==> src/hdl/ils_pkg.sv <==
// Constants shared by the injector low-side driver control logic.
// Assumes a 100 MHz core clock; all times are converted to cycles here.
package ils_pkg;

    // ========================================================================
    // Channels and clock
    localparam int NCH           = 5;
    localparam int CLK_PERIOD_NS = 10;
    localparam int CNT_W         = 16;

    // ========================================================================
    // Filter and masking times
    localparam int OVC_FILT_NS   = 3000;
    localparam int OVC_FILT_CYC  = OVC_FILT_NS / CLK_PERIOD_NS;
    localparam int DIAG_FILT_US  = 50;
    localparam int DIAG_FILT_CYC = (DIAG_FILT_US * 1000) / CLK_PERIOD_NS;
    localparam int MASK_US       = 400;
    localparam int MASK_CYC      = (MASK_US * 1000) / CLK_PERIOD_NS;

    // ========================================================================
    // Serial link frames
    localparam int CMD_BITS      = 8;
    localparam int CMD_DIS_POS   = 7;
    localparam int BITCNT_W      = 5;
    localparam int DIAG_PER_CH   = 3;
    localparam int DIAG_BITS     = NCH * DIAG_PER_CH;
    localparam int DIAG_OVC_POS  = 0;
    localparam int DIAG_OL_POS   = 1;
    localparam int DIAG_SG_POS   = 2;

    // ========================================================================
    // Reset values
    localparam logic [CMD_BITS-1:0]  CMD_RST  = 8'h00;
    localparam logic [DIAG_BITS-1:0] DIAG_RST = 15'h0000;
    localparam logic [CNT_W-1:0]     CNT_RST  = 16'h0000;

    typedef enum logic [1:0] {
        ILS_OFF_MASK,
        ILS_OFF_DIAG,
        ILS_ON,
        ILS_FAULT
    } ils_chan_st_t;

endpackage

==> src/hdl/ils_chan.sv <==
// One injector low-side channel: switching, over-current filter, off-state diagnosis.
// Assumes comparator inputs are already synchronised to clk.
`timescale 1ns/1ps
module ils_chan
    import ils_pkg::*;
#(
    parameter int DIAG_CYC = DIAG_FILT_CYC,
    parameter int MSK_CYC  = MASK_CYC
) (
    input  wire logic clk,
    input  wire logic rst,
    input  wire logic cmd_on,
    input  wire logic ovc_det,
    input  wire logic ol_det,
    input  wire logic sg_det,
    input  wire logic flag_clr,
    output logic      drive_reg,
    output logic      fast_off_reg,
    output logic      ovc_flag_reg,
    output logic      ol_flag_reg,
    output logic      sg_flag_reg
);

    localparam logic [CNT_W-1:0] OVC_END  = CNT_W'(OVC_FILT_CYC - 1);
    localparam logic [CNT_W-1:0] DIAG_END = CNT_W'(DIAG_CYC - 1);
    localparam logic [CNT_W-1:0] MSK_END  = CNT_W'(MSK_CYC - 1);

    ils_chan_st_t     st_reg, st_next;
    logic [CNT_W-1:0] tmr_reg, tmr_next;
    logic [CNT_W-1:0] ol_cnt_reg, ol_cnt_next;
    logic [CNT_W-1:0] sg_cnt_reg, sg_cnt_next;
    logic             drive_next, fast_off_next;
    logic             ovc_flag_next, ol_flag_next, sg_flag_next;
    logic             ovc_trip, ol_trip, sg_trip;

    // Saturating counter step while a condition holds
    function automatic logic [CNT_W-1:0] count_up(input logic hold, input logic [CNT_W-1:0] c);
        count_up = !hold ? CNT_RST : (c == {CNT_W{1'b1}}) ? c : c + CNT_W'(1);
    endfunction

    // ========================================================================
    // State and counters
    always_comb begin
        st_next     = st_reg;
        tmr_next    = tmr_reg;
        ol_cnt_next = CNT_RST;
        sg_cnt_next = CNT_RST;
        ovc_trip    = 1'b0;
        ol_trip     = 1'b0;
        sg_trip     = 1'b0;
        unique case (st_reg)
            ILS_ON: begin
                tmr_next = count_up(ovc_det, tmr_reg);
                if (ovc_det && tmr_reg == OVC_END) begin
                    ovc_trip = 1'b1;
                    st_next  = ILS_FAULT;
                end else if (!cmd_on) begin
                    st_next  = ILS_OFF_MASK;
                    tmr_next = CNT_RST;
                end
            end
            ILS_FAULT: begin
                // Stays off until the command is withdrawn
                tmr_next = CNT_RST;
                if (!cmd_on) begin
                    st_next = ILS_OFF_MASK;
                end
            end
            ILS_OFF_MASK: begin
                tmr_next = tmr_reg + CNT_W'(1);
                if (cmd_on) begin
                    st_next  = ILS_ON;
                    tmr_next = CNT_RST;
                end else if (tmr_reg == MSK_END) begin
                    st_next  = ILS_OFF_DIAG;
                    tmr_next = CNT_RST;
                end
            end
            ILS_OFF_DIAG: begin
                ol_cnt_next = count_up(ol_det, ol_cnt_reg);
                sg_cnt_next = count_up(sg_det, sg_cnt_reg);
                ol_trip     = ol_det && ol_cnt_reg == DIAG_END;
                sg_trip     = sg_det && sg_cnt_reg == DIAG_END;
                if (cmd_on) begin
                    st_next = ILS_ON;
                end
            end
        endcase
        drive_next    = (st_next == ILS_ON);
        fast_off_next = (st_next == ILS_FAULT);
        // Set wins over clear
        ovc_flag_next = ovc_trip | (ovc_flag_reg & ~flag_clr);
        ol_flag_next  = ol_trip | (ol_flag_reg & ~flag_clr);
        sg_flag_next  = sg_trip | (sg_flag_reg & ~flag_clr);
    end

    always_ff @(posedge clk) begin
        if (rst) begin
            st_reg       <= ILS_OFF_MASK;
            tmr_reg      <= CNT_RST;
            ol_cnt_reg   <= CNT_RST;
            sg_cnt_reg   <= CNT_RST;
            drive_reg    <= 1'b0;
            fast_off_reg <= 1'b0;
            ovc_flag_reg <= 1'b0;
            ol_flag_reg  <= 1'b0;
            sg_flag_reg  <= 1'b0;
        end else begin
            st_reg       <= st_next;
            tmr_reg      <= tmr_next;
            ol_cnt_reg   <= ol_cnt_next;
            sg_cnt_reg   <= sg_cnt_next;
            drive_reg    <= drive_next;
            fast_off_reg <= fast_off_next;
            ovc_flag_reg <= ovc_flag_next;
            ol_flag_reg  <= ol_flag_next;
            sg_flag_reg  <= sg_flag_next;
        end
    end
endmodule

==> src/hdl/ils_ctrl.sv <==
// Top of the injector low-side driver control: serial link, gating and five channels.
// Assumes link pins and comparator outputs are asynchronous to clk.
`timescale 1ns/1ps
module ils_ctrl
    import ils_pkg::*;
#(
    parameter int DIAG_CYC = DIAG_FILT_CYC,
    parameter int MSK_CYC  = MASK_CYC
) (
    input  wire logic           clk,
    input  wire logic           rst,
    input  wire logic           internal_device_reset_line,
    input  wire logic           link_clk,
    input  wire logic           link_en,
    input  wire logic           link_din,
    output logic                link_dout,
    input  wire logic [NCH-1:0] ovc_det,
    input  wire logic [NCH-1:0] ol_det,
    input  wire logic [NCH-1:0] sg_det,
    output logic [NCH-1:0]      injector_lowside_output,
    output logic [NCH-1:0]      fast_off,
    output logic                global_outputs_disable_bit
);

    // ========================================================================
    // Synchronisers
    logic [2:0]           sclk_sy_reg, en_sy_reg;
    logic [1:0]           din_sy_reg, drst_sy_reg;
    logic [NCH-1:0]       ovc_m_reg, ovc_s_reg;
    logic [NCH-1:0]       ol_m_reg, ol_s_reg;
    logic [NCH-1:0]       sg_m_reg, sg_s_reg;

    always_ff @(posedge clk) begin
        if (rst) begin
            sclk_sy_reg <= 3'h0;
            en_sy_reg   <= 3'h0;
            din_sy_reg  <= 2'h0;
            drst_sy_reg <= 2'h3;
            ovc_m_reg   <= '0;
            ovc_s_reg   <= '0;
            ol_m_reg    <= '0;
            ol_s_reg    <= '0;
            sg_m_reg    <= '0;
            sg_s_reg    <= '0;
        end else begin
            sclk_sy_reg <= {sclk_sy_reg[1:0], link_clk};
            en_sy_reg   <= {en_sy_reg[1:0], link_en};
            din_sy_reg  <= {din_sy_reg[0], link_din};
            drst_sy_reg <= {drst_sy_reg[0], internal_device_reset_line};
            ovc_m_reg   <= ovc_det;
            ovc_s_reg   <= ovc_m_reg;
            ol_m_reg    <= ol_det;
            ol_s_reg    <= ol_m_reg;
            sg_m_reg    <= sg_det;
            sg_s_reg    <= sg_m_reg;
        end
    end

    logic sclk_rise, sclk_fall, en_rise, en_fall, en_s, din_s, drst_s;

    assign sclk_rise = sclk_sy_reg[1] & ~sclk_sy_reg[2];
    assign sclk_fall = ~sclk_sy_reg[1] & sclk_sy_reg[2];
    assign en_s      = en_sy_reg[1];
    assign en_rise   = en_sy_reg[1] & ~en_sy_reg[2];
    assign en_fall   = ~en_sy_reg[1] & en_sy_reg[2];
    assign din_s     = din_sy_reg[1];
    assign drst_s    = drst_sy_reg[1];

    // ========================================================================
    // Link frame handling
    logic [CMD_BITS-1:0]  cmd_sh_reg, cmd_sh_next;
    logic [BITCNT_W-1:0]  bit_cnt_reg, bit_cnt_next;
    logic [NCH-1:0]       ch_cmd_reg, ch_cmd_next;
    logic                 dis_reg, dis_next;
    logic [DIAG_BITS-1:0] up_sh_reg, up_sh_next;
    logic [DIAG_BITS-1:0] diag_vec;
    logic                 frame_ok;

    assign frame_ok = en_fall && bit_cnt_reg == BITCNT_W'(CMD_BITS);

    always_comb begin
        cmd_sh_next  = cmd_sh_reg;
        bit_cnt_next = bit_cnt_reg;
        ch_cmd_next  = ch_cmd_reg;
        dis_next     = dis_reg;
        up_sh_next   = up_sh_reg;
        if (en_rise) begin
            // Flags are snapshot for upstream and cleared in the channels
            bit_cnt_next = '0;
            up_sh_next   = diag_vec;
        end else if (en_s) begin
            if (sclk_rise) begin
                cmd_sh_next = {cmd_sh_reg[CMD_BITS-2:0], din_s};
                if (bit_cnt_reg != {BITCNT_W{1'b1}}) begin
                    bit_cnt_next = bit_cnt_reg + BITCNT_W'(1);
                end
            end
            if (sclk_fall) begin
                up_sh_next = {up_sh_reg[DIAG_BITS-2:0], 1'b0};
            end
        end
        // Only a complete frame of exact length is applied
        if (frame_ok) begin
            ch_cmd_next = cmd_sh_reg[NCH-1:0];
            dis_next    = cmd_sh_reg[CMD_DIS_POS];
        end
    end

    always_ff @(posedge clk) begin
        if (rst) begin
            cmd_sh_reg  <= CMD_RST;
            bit_cnt_reg <= '0;
            ch_cmd_reg  <= '0;
            dis_reg     <= 1'b0;
            up_sh_reg   <= DIAG_RST;
        end else begin
            cmd_sh_reg  <= cmd_sh_next;
            bit_cnt_reg <= bit_cnt_next;
            ch_cmd_reg  <= ch_cmd_next;
            dis_reg     <= dis_next;
            up_sh_reg   <= up_sh_next;
        end
    end

    assign link_dout                  = up_sh_reg[DIAG_BITS-1];
    assign global_outputs_disable_bit = dis_reg;

    // ========================================================================
    // Channels
    logic [NCH-1:0] cmd_gated, drive;

    assign cmd_gated = ch_cmd_reg & {NCH{~(dis_reg | drst_s)}};

    for (genvar i = 0; i < NCH; i++) begin : g_ch
        ils_chan #(
            .DIAG_CYC (DIAG_CYC),
            .MSK_CYC  (MSK_CYC)
        ) u_chan (
            .clk          (clk),
            .rst          (rst),
            .cmd_on       (cmd_gated[i]),
            .ovc_det      (ovc_s_reg[i]),
            .ol_det       (ol_s_reg[i]),
            .sg_det       (sg_s_reg[i]),
            .flag_clr     (en_rise),
            .drive_reg    (drive[i]),
            .fast_off_reg (fast_off[i]),
            .ovc_flag_reg (diag_vec[i*DIAG_PER_CH+DIAG_OVC_POS]),
            .ol_flag_reg  (diag_vec[i*DIAG_PER_CH+DIAG_OL_POS]),
            .sg_flag_reg  (diag_vec[i*DIAG_PER_CH+DIAG_SG_POS])
        );
    end

    assign injector_lowside_output = drive;
endmodule

==> config.mk <==
export PLATFORM = sky130hd
export DESIGN_NAME = ils_ctrl
export DESIGN_NICKNAME = d
export VERILOG_FILES = /design/src/hdl/ils_pkg.sv /design/src/hdl/ils_chan.sv /design/src/hdl/ils_ctrl.sv
export SDC_FILE = /design/constraint.sdc
export NUM_CORES = 1
export LEC_CHECK = 0
export BUFFER_PORTS_ARGS = -buffer_cell sky130_fd_sc_hd__buf_2
export CAP_MARGIN = 15
export CORE_ASPECT_RATIO = 0.75
export CORE_MARGIN = 4
export CORE_UTILIZATION = 25
export CTS_BUF_LIST = sky130_fd_sc_hd__clkbuf_4 sky130_fd_sc_hd__clkbuf_8 sky130_fd_sc_hd__clkbuf_16
export CTS_CLUSTER_SIZE = 16
export DETAILED_ROUTE_END_ITERATION = 6
export GPL_TIMING_DRIVEN = 1
export PLACE_DENSITY = 0.39
export SYNTH_ARGS = -nofsm -noshare
export SYNTH_HDL_FRONTEND = slang
export SYNTH_SLANG_ARGS = --single-unit
==> constraint.sdc <==
create_clock -name clk -period 4.2 [get_ports clk]
set_clock_uncertainty 0.05 [all_clocks]
set_input_delay 0.21 -clock clk [delete_from_list [all_inputs] [get_ports clk]]
set_output_delay 0.21 -clock clk [all_outputs]
set_load 0.02 [all_outputs]
==> flow_metrics.tcl, run 1 <==
set metrics [dict create \
    cap_viol_max_count 0 \
    crit_type "reg2reg" \
    yosysSeqAreaShare_pct 42.4 \
    via_per_inst 4.82 \
    htree_levels 2 \
    n_antenna_cell 0 \
    maxSlewViolCount 0 \
    p_leak_nw 6.39 \
    finalSetupTns_ns 0 \
    pin_count 33 \
    r2r_start "g_ch[0].u_chan.sg_cnt_reg[0]$_SDFFE_PP0P_" \
    worstPathMaxFanout 14 \
    syn_area_per_cell_sq_um 8.42 \
    areaGrowthSynthToFinish_pct 15.7 \
    antenna_found_initial 0 \
    power_frac_seq_pct 46.3 \
    synth_edf_count 0 \
    power_mw 7.43 \
    p_int_mw 5.69 \
    r2r_cells 7 \
    wirelength_um 40900 \
    whs_path_depth 2 \
    grt_pass1_wl_um 68900 \
    end_kind "flop" \
    drt_iter0_drc 730 \
    synth_top_area_share_pct 42.4 \
    std_cell_rows 81 \
    cts_made_buffers 41 \
    grt_pass1_vias 13200 \
    ctsResizeCount 0 \
    syn-cell-area_sq_um 16500 \
    powerDensity_nw_per_um2 390 \
    cts-root-buf "clkbuf_16" \
    outcome "complete, no violations" \
    holdWs_ns 0.0442 \
    pwr-share-clk_pct 48.4 \
    wl_per_cell_um 14.1 \
    async_flop_share_pct 0 \
    synth_top_area_cell "dfxtp_1" \
    ys_ff_latch 349 \
    clkLatencyLatePin_ns 0.56 \
    hold_path.class "in2reg" \
    wl_met3_um 1700 \
    slew_headroom_pct 36.2 \
    cts_tree "built" \
    coreArea_sq_um 65200 \
    dieArea_sq_um 70100 \
    layout_commonest_cell "dfxtp_1" \
    final_layout_size_suffix_gt1_share_pct 7.07 \
    clk_path_buf_depth 3 \
    ys_warn_count 0 \
    p_sw_share_pct 23.4 \
    min_from "rst" \
    clkSinkCount 349 \
    min_to "ovc_s_reg[3]$_SDFF_PP0_" \
    synth_cell_types 82 \
    top_layer_used "met4" \
    critPathRequiredTime_ns 4.58 \
    met1_length_um 21900 \
    synth_ff_type "dfxtp_1" \
    drt-pass1-iter-count 5 \
    ir_drop_v 0.000202 \
    wl_met2_um 16400 \
    p_comb_share_pct 5.3 \
    synth.area.top_cells "dfxtp_1 (42%), nor2_1 (5.9%), nand2_1 (4.4%)" \
    overflow 0 \
    die_h_um 230 \
    hold_viol 0 \
    final_cell_mix "dfxtp_1 (349), nor2_1 (259), nand2_1 (195)" \
    clk_pin_slew_ns 0.06 \
    arrival_ns 3.27 \
    die_w_um 304 \
    portBuffers 32 \
    fin_crit_ns 2.89 \
    drcViolationCount 0 \
    tightest_slew_ns 0.957 \
    r2r_end "g_ch[0].u_chan.sg_cnt_reg[6]$_SDFFE_PP0P_" \
    start_util_pct 25.3 \
    dpl_worst_slack_ns 1.35 \
    layout_setup_ws_ns 1.31 \
    setup_viol 0 \
    nets 2063 \
    synth_nets 2024 \
    grt_max_degree 73 \
    dp_hpwl_um 28100 \
    switching_power_mw 1.74 \
    netlist_instances 1955 \
    rsz0062_at_grt "false" \
    cp-start-kind "flop" \
    fmax_ghz 0.346 \
    grt.total_usage_pct 11.5 \
    gp_congestion 0.830 \
    fin_crit_sh_pct 68.9 \
    vias 14000 \
    regToRegSetupSlack_ns 1.31 \
    antenna_left 0 \
]
-- logic make-up (layout without fill, tap and decap cells) --
| logic type | Yosys count | after routing | share of synthesized area (%) |
|---|---|---|---|
| simple gates | 1009 | 1009 | 31.3 |
| flops | 349 | 349 | 42.4 |
| compound gates | 307 | 307 | 12.5 |
| buf+inv | 107 | 174 | 2.68 |
| xor+xnor | 106 | 106 | 5.64 |
| fa+ha+maj | 48 | 48 | 3.65 |
| mux | 29 | 29 | 1.79 |
-- critical path, cell delays in order (launching register included) --
cell and delay [ns]:
dfxtp_1 0.41, ha_1 0.25, inv_1 0.08, nor4_1 0.71
nand4_1 0.69, nor2b_1 0.36, xnor2_1 0.16, nor2_1 0.05
-- stage by stage --
stage	util, %	cell area (sq um)	cells
final	29.2	19100	2893
after global routing	29.2	19100	2893
after floorplan	-	16500	1955
after global placement	26.9	17500	2803
after detailed placement	26.9	17500	2803
after CTS	29.2	19100	2893
-- how the worst max path moves through the flow --
stage,start,end
6_report,g_ch[0].u_chan.sg_cnt_reg[0]$_SDFFE_PP0P_,g_ch[0].u_chan.sg_cnt_reg[6]$_SDFFE_PP0P_
5_1_grt,g_ch[0].u_chan.sg_cnt_reg[0]$_SDFFE_PP0P_,g_ch[0].u_chan.sg_cnt_reg[5]$_SDFFE_PP0P_
4_1_cts,g_ch[0].u_chan.sg_cnt_reg[0]$_SDFFE_PP0P_,g_ch[0].u_chan.sg_cnt_reg[6]$_SDFFE_PP0P_
3_5_place_dp,g_ch[0].u_chan.sg_cnt_reg[0]$_SDFFE_PP0P_,g_ch[0].u_chan.sg_cnt_reg[6]$_SDFFE_PP0P_
3_3_place_gp,g_ch[0].u_chan.sg_cnt_reg[0]$_SDFFE_PP0P_,g_ch[0].u_chan.sg_cnt_reg[6]$_SDFFE_PP0P_
2_1_floorplan,g_ch[0].u_chan.tmr_reg[9]$_SDFFE_PP0P_,g_ch[0].u_chan.tmr_reg[10]$_SDFFE_PP0P_
-- final cells by class --
cell class / instances / area, sq um
inverters: 46 / 173
multi-input cells: 1499 / 9040
fillers: 6921 / 46100
repair buffers: 57 / 402
clock inverters: 14 / 130
flip-flops and latches: 349 / 6990
clock buffers: 57 / 1220
well taps: 871 / 1090
-- power by group through the flow --
stage	logic (mW)	clock network (mW)	registers (mW)
3_5_place_dp	0.386	0	3.51
3_3_place_gp	0.385	0	3.51
5_1_grt	0.448	3.89	3.45
6_report	0.396	3.59	3.44
2_1_floorplan	0.286	0	3.49
4_1_cts	0.401	3.77	3.44
-- synth_stat cells, types with 6 or more instances --
master	n
nor3b_1	16
or4b_2	6
nor2b_1	57
and2_1	14
a31oi_1	23
o21bai_1	7
mux2i_1	25
o21a_1	6
o31ai_1	7
and3_1	44
a211oi_1	25
nand4_1	72
inv_1	46
o21ai_0	62
dfxtp_1	349
nand2_1	195
buf_4	10
ha_1	48
and4_1	25
xnor2_1	45
nor3_1	89
nand2b_1	10
nor2_1	259
a21oi_1	79
xor2_1	61
nor4_1	33
a311oi_1	22
nand3_1	115
clkbuf_1	46
or2_2	9
nor4b_1	11
a21o_1	6
or3_1	21
a221oi_1	9
a22oi_1	7
-- repair_timing --
action                                 4_1_cts  5_1_grt
setup buffers                                0        0
endpoints found under the hold margin       19        0
hold buffers                                19        0
-- metal layers --
| metal | vias to the layer above | track usage (%) |
|---|---|---|
| met3 | 56 | 2.32 |
| li1 | 7142 | - |
| met4 | 0 | 3.50 |
| met2 | 200 | 16.2 |
| met5 | - | 0 |
| met1 | 6555 | 17.4 |
Power figures use the tool's default switching activity.
==> inputs of run 2 (changes only) <==
- clock period: 4.2 -> 2.75 ns (I/O delays scaled with it)
==> run 2 against run 1 <==
Register-to-register slack got worse by 1.2 ns. Fmax rose by 11%. Highest routed layer unchanged. Utilization rose by 0.92 points. Worst hold slack improved by 0.23 ns. Critical path type unchanged.
==> flow_metrics.tcl, run 2 (synthesized netlist as in run 1, its figures left out) <==
set metrics [dict create \
    rsz0062_at_grt "false" \
    register_area_sq_um 6990 \
    grt_pass1_wl_um 70100 \
    grt.total_usage_pct 11.8 \
    critPathTopFamily "simple AND/OR/NAND/NOR gates" \
    clk_path_buf_depth 3 \
    setup_viol 0 \
    antenna_found_initial 0 \
    startpoint "g_ch[0].u_chan.tmr_reg[8]$_SDFFE_PP0P_" \
    layout_commonest_cell "dfxtp_1" \
    clk_pin_slew_ns 0.06 \
    fin_crit_sh_pct 95.0 \
    grt_pass1_vias 13300 \
    drt_iter0_drc 802 \
    post_cts_buffers 0 \
    areaGrowthSynthToFinish_pct 19.3 \
    ir_drop_v 0.000358 \
    p_leak_nw 6.74 \
    slew_headroom_pct 47.3 \
    r2r_cells 6 \
    clkSinkCount 349 \
    htree_levels 2 \
    nets 2120 \
    gp_congestion 0.824 \
    fillers 6927 \
    cap_viol_max_count 0 \
    r2r_end "g_ch[0].u_chan.tmr_reg[3]$_SDFFE_PP0P_" \
    arrival_ns 3.07 \
    multiInputGateArea_sq_um 9040 \
    cts_made_buffers 42 \
    dp_hpwl_um 29300 \
    hold_viol 0 \
    worstPathMaxFanout 11 \
    dieArea_sq_um 70100 \
    hold_path.class "in2reg" \
    drt-pass1-iter-count 5 \
    fin_crit_ns 2.61 \
    maxSlewViolCount 0 \
    outcome "complete, no violations" \
    cts-root-buf "clkbuf_16" \
    powerDensity_nw_per_um2 603 \
    crit_buf_inv 0 \
    wirelength_um 42000 \
    end_kind "flop" \
    die_h_um 230 \
    tightest_slew_ns 0.783 \
    cp-start-kind "flop" \
    antenna_left 0 \
    wl_per_cell_um 14.2 \
    critPathRequiredTime_ns 3.20 \
    portBuffers 32 \
    holdBufCountCts 25 \
    r2r_start "g_ch[0].u_chan.tmr_reg[8]$_SDFFE_PP0P_" \
    drcViolationCount 0 \
    cts_tree "built" \
    overflow 0 \
    regToRegSetupSlack_ns 0.14 \
    n_antenna_cell 0 \
    ctsResizeCount 0 \
    final_layout_size_suffix_gt1_share_pct 9.55 \
    std_cell_rows 81 \
    fin_util_pct 30.2 \
    pin_count 33 \
    die_w_um 304 \
    final_cell_mix "dfxtp_1 (349), nor2_1 (259), nand2_1 (195)" \
    worstPathCellList "or4bb_1, or3_4, o21a_4, o31a_1, nor2_1, a21o_1" \
    slowest_delay_ns 0.52 \
    vias 14200 \
    finalSetupTns_ns 0 \
    via_per_inst 4.82 \
    start_util_pct 25.3 \
    grt_max_degree 35 \
    clkLatencyLatePin_ns 0.56 \
    crit_type "reg2reg" \
    crit_path_end "g_ch[0].u_chan.tmr_reg[3]$_SDFFE_PP0P_" \
    critPathSlowestCell "or4bb_1" \
    coreArea_sq_um 65200 \
    path_depth 6 \
    fmax_ghz 0.383 \
]
-- run 2: changes by cell type in the layout (fill, tap and decap cells not counted) --
cell	before	now
bufinv_16	2	4
clkbuf_8	7	11
clkbuf_16	43	45
clkinv_2	9	7
buf_4	6	55
clkinv_4	1	0
buf_12	0	1
dlygate4sd3_1	19	25
inv_6	1	0
clkinvlp_4	1	2
clkbuf_4	7	8
-- run 2: report_power, final --
part	switching (mW)	total [mW]	internal, mW
combinational	0.371	0.638	0.267
sequential	0.0907	5.25	5.16
clock	2.23	5.96	3.73
total	2.69	11.8	9.15
-- run 2: metal layers --
layer	share of wire, %	global-route usage, %	vias up
li1	-	-	7252
met1	54	18.0	6722
met2	40	16.6	216
met3	4.3	2.30	45
met4	1.7	3.02	0
met5	0	0	-
-- run 2: worst register-to-register path, cell delays in order (launching register included) --
cell and delay [ns]:
dfxtp_1 0.47, or4bb_1 0.52, or3_4 0.36, o21a_4 0.25, o31a_1 0.44, nor2_1 0.31, a21o_1 0.16
-- run 2: through the flow --
step           hold WS [ns]  cells  power, mW  setup WS [ns]  area, sq um
2_1_floorplan         0.191   1955       5.77          0.436        16500
3_3_place_gp          0.278   2853       5.97          0.223        17900
3_5_place_dp          0.275   2853       5.97          0.172        17900
4_1_cts               0.229   2955       12.1          0.148        19700
5_1_grt               0.266   2955       12.4         0.0217        19700
6_report              0.277   2955       11.8          0.136        19700
-- run 2: worst min path at each step --
stage,start,to,slack (ns),cells past startpoint
final,ol_det[4],ol_m_reg[4]$_SDFF_PP0_,0.28,3
after global routing,sg_det[0],sg_m_reg[0]$_SDFF_PP0_,0.27,3
after CTS,ol_det[4],ol_m_reg[4]$_SDFF_PP0_,0.23,3
after detailed placement,internal_device_reset_line,drst_sy_reg[0]$_SDFF_PP1_,0.27,2
after global placement,internal_device_reset_line,drst_sy_reg[0]$_SDFF_PP1_,0.28,2
after floorplan,internal_device_reset_line,drst_sy_reg[0]$_SDFF_PP1_,0.19,1
-- run 2: area by class of cell --
cell class | count | area share [%]
Inverter | 46 | 0.879
Clock buffer | 64 | 6.81
Timing Repair Buffer | 113 | 4.32
Sequential cell | 349 | 35.6
Tap cell | 871 | 5.55
Clock inverter | 13 | 0.866
Multi-Input combinational cell | 1499 | 46.0
==> inputs of run 3 (changes only) <==
- ABC_AREA: not set -> 1
==> run 3 against run 2 <==
Count of clock-buffer cells in the layout shrank 5. Register-to-register slack improved by 0.46 ns. First-iteration DRC count grew 38%. Fmax grew 21%. Non-clock buffer count down 45. Setup slack better by 0.46 ns. Synthesized area grew 13%. Power fell by 4.5%. Utilization shrank 1.0 points. Via count is 19% higher. Sequential power shrank 1%. Combinational power down 34%. Largest cell class unchanged. Largest power group unchanged.
==> flow_metrics.tcl, run 3 <==
set metrics [dict create \
    outcome "complete, no violations" \
    hold_path.class "in2reg" \
    overflow 0 \
    dp_hpwl_um 36500 \
    die_w_um 323 \
    grt.total_usage_pct 12.4 \
    powerDensity_nw_per_um2 527 \
    cts-root-buf "clkbuf_16" \
    clk_path_buf_depth 3 \
    synth_cell_types 49 \
    synth_compound_gate_area_share_pct 11.8 \
    synthSimpleGateAreaFrac_pct 33.8 \
    layout_commonest_cell "nand2_1" \
    crit_type "reg2reg" \
    min_from "internal_device_reset_line" \
    crit_path_frequent_cell "inv_1" \
    fmax_ghz 0.464 \
    clkLatencyLatePin_ns 0.56 \
    n_antenna_cell 0 \
    via_per_inst 4.48 \
    muxShareOfSynthArea_pct 0 \
    tightest_slew_ns 0.630 \
    p_leak_nw 8.49 \
    portBuffers 32 \
    final_cell_mix "nand2_1 (550), inv_1 (406), dfxtp_1 (349)" \
    top_layer_used "met4" \
    grt_pass1_wl_um 82100 \
    ys_warn_count 0 \
    grt_pass1_vias 15900 \
    ys_ff_latch 349 \
    synth_commonest_cells "nand2_1 (550), inv_1 (407), dfxtp_1 (349)" \
    drt-pass1-iter-count 5 \
    vias 16900 \
    met1_length_um 27100 \
    nets 2847 \
    ctsResizeCount 0 \
    synth_ff_type "dfxtp_1" \
    synth_top_area_share_pct 37.4 \
    hold_viol 0 \
    fin_crit_sh_pct 78.4 \
    wl_met3_um 1890 \
    holdBufCountCts 22 \
    clkSinkCount 349 \
    die_h_um 245 \
    startpoint "g_ch[4].u_chan.st_reg[1]$_SDFF_PP0_" \
    coreArea_sq_um 73700 \
    synth_fa_ha_area_share_pct 3.22 \
    synth_top_area_cell "dfxtp_1" \
    antenna_left 0 \
    maxSlewViolCount 0 \
    slew_headroom_pct 57.8 \
    end_kind "flop" \
    syn_area_per_cell_sq_um 6.86 \
    dieArea_sq_um 79100 \
    cp-start-kind "flop" \
    setup_viol 0 \
    critPathRequiredTime_ns 3.18 \
    multiInputGateArea_sq_um 9730 \
    htree_levels 2 \
    yosysSeqAreaShare_pct 37.4 \
    syn-cell-area_sq_um 18700 \
    worstPathMaxFanout 9 \
    clk_pin_slew_ns 0.06 \
    pin_count 33 \
    r2r_start "g_ch[4].u_chan.st_reg[1]$_SDFF_PP0_" \
    slowest_delay_ns 0.53 \
    drt_iter0_drc 1106 \
    synth.area.top_cells "dfxtp_1 (37%), nand2_1 (11%), inv_1 (8.2%)" \
    antenna_found_initial 1 \
    areaGrowthSynthToFinish_pct 15.1 \
    synth_nets 2789 \
    fillers 8036 \
    final_layout_size_suffix_gt1_share_pct 10.0 \
    fin_crit_ns 2.16 \
    start_util_pct 25.3 \
    drcViolationCount 0 \
    gp_congestion 0.826 \
    grt_max_degree 60 \
    wl_per_cell_um 13.2 \
    register_area_sq_um 6990 \
    cap_viol_max_count 0 \
    netlist_instances 2720 \
    wl_met2_um 20000 \
    std_cell_rows 86 \
    synth_top_family_by_area "simple AND/OR/NAND/NOR gates" \
    worstPathCellList "inv_1, ha_1, nand2_1, nor2_1, inv_1, a31oi_1" \
    cts_made_buffers 42 \
    synthMostInstantiatedCell "nand2_1" \
    wirelength_um 49900 \
    post_cts_buffers 0 \
    arrival_ns 2.58 \
    critPathSlowestCell "nor2_1" \
    ir_drop_v 0.000374 \
    yosys.area_share.xor_xnor_pct 3.33 \
    synth_edf_count 0 \
    fin_util_pct 29.1 \
    cts_tree "built" \
    async_flop_share_pct 0 \
    finalSetupTns_ns 0 \
    rsz0062_at_grt "false" \
]
run 3: changes by cell type in the layout (fill, tap and decap cells not counted), moves of 57 or more:
| cell | previous run | this run |
|---|---|---|
| a21oi_1 | 79 | 153 |
| inv_1 | 46 | 406 |
| nand2_1 | 195 | 550 |
| nand3_1 | 115 | 182 |
| nor2b_1 | 57 | 0 |
| o21ai_0 | 62 | 151 |
run 3: final timing paths:
| path | end | cells after the start | slack [ns] |
|---|---|---|---|
| worst min-delay path | drst_sy_reg[0]$_SDFF_PP1_ | 3 | 0.27 |
| worst max-delay path | g_ch[4].u_chan.sg_cnt_reg[7]$_SDFFE_PP0P_ | 6 | 0.59 |
| worst min register to register | sg_s_reg[2]$_SDFF_PP0_ | 2 | 0.35 |
| worst max register to register | g_ch[4].u_chan.sg_cnt_reg[7]$_SDFFE_PP0P_ | 6 | 0.59 |
run 3: area by class of cell:
cell class              instances  share of cell area (%)
inverters                     435                    7.61
clock inverters                17                   0.687
repair buffers                 68                    2.33
well taps                     968                    5.64
multi-input cells            1882                    45.3
flip-flops and latches        349                    32.5
clock buffers                  59                    5.89
run 3: kinds of logic (layout without fill, tap and decap cells):
kind of cell | after synthesis | in the layout
AOI/OAI and AO/OA | 401 | 401
and+or+nand+nor | 1362 | 1362
buffers and inverters | 489 | 579
xor gates and xnor gates | 71 | 71
adders and majority gates | 48 | 48
DFF | 349 | 349
run 3: metrics by stage:
step	total power, mW	std cells	hold WS (ns)	area (sq um)	worst slack [ns]
2_1_floorplan	5.57	2720	0.191	18700	1.11
3_3_place_gp	5.71	3680	0.284	19800	0.642
3_5_place_dp	5.71	3680	0.285	19800	0.572
4_1_cts	11.6	3778	0.210	21500	0.582
5_1_grt	11.9	3778	0.253	21500	0.404
6_report	11.3	3778	0.267	21500	0.595
run 3: critical path, delay by kind of cell, from the launching register on:
kind | cells | cell delay [ns]
AND/OR/NAND/NOR | 2 | 0.72
flip-flops | 1 | 0.36
AO/OA/AOI/OAI | 1 | 0.21
buffers and inverters | 2 | 0.45
adder cells (fa/ha/maj) | 1 | 0.30
run 3: layer usage:
layer	up-vias	global-route usage (%)
li1	8937	-
met1	7661	18.9
met2	287	18.2
met3	54	1.88
met4	0	2.99
met5	-	0
run 3: where the power goes:
group          switching [mW]  leakage (nW)  total [mW]  internal [mW]
clock network            2.30         0.713        5.70           3.40
registers              0.0632          2.82        5.20           5.13
logic                   0.263          4.95       0.418          0.155
total                    2.62          8.49        11.3           8.68
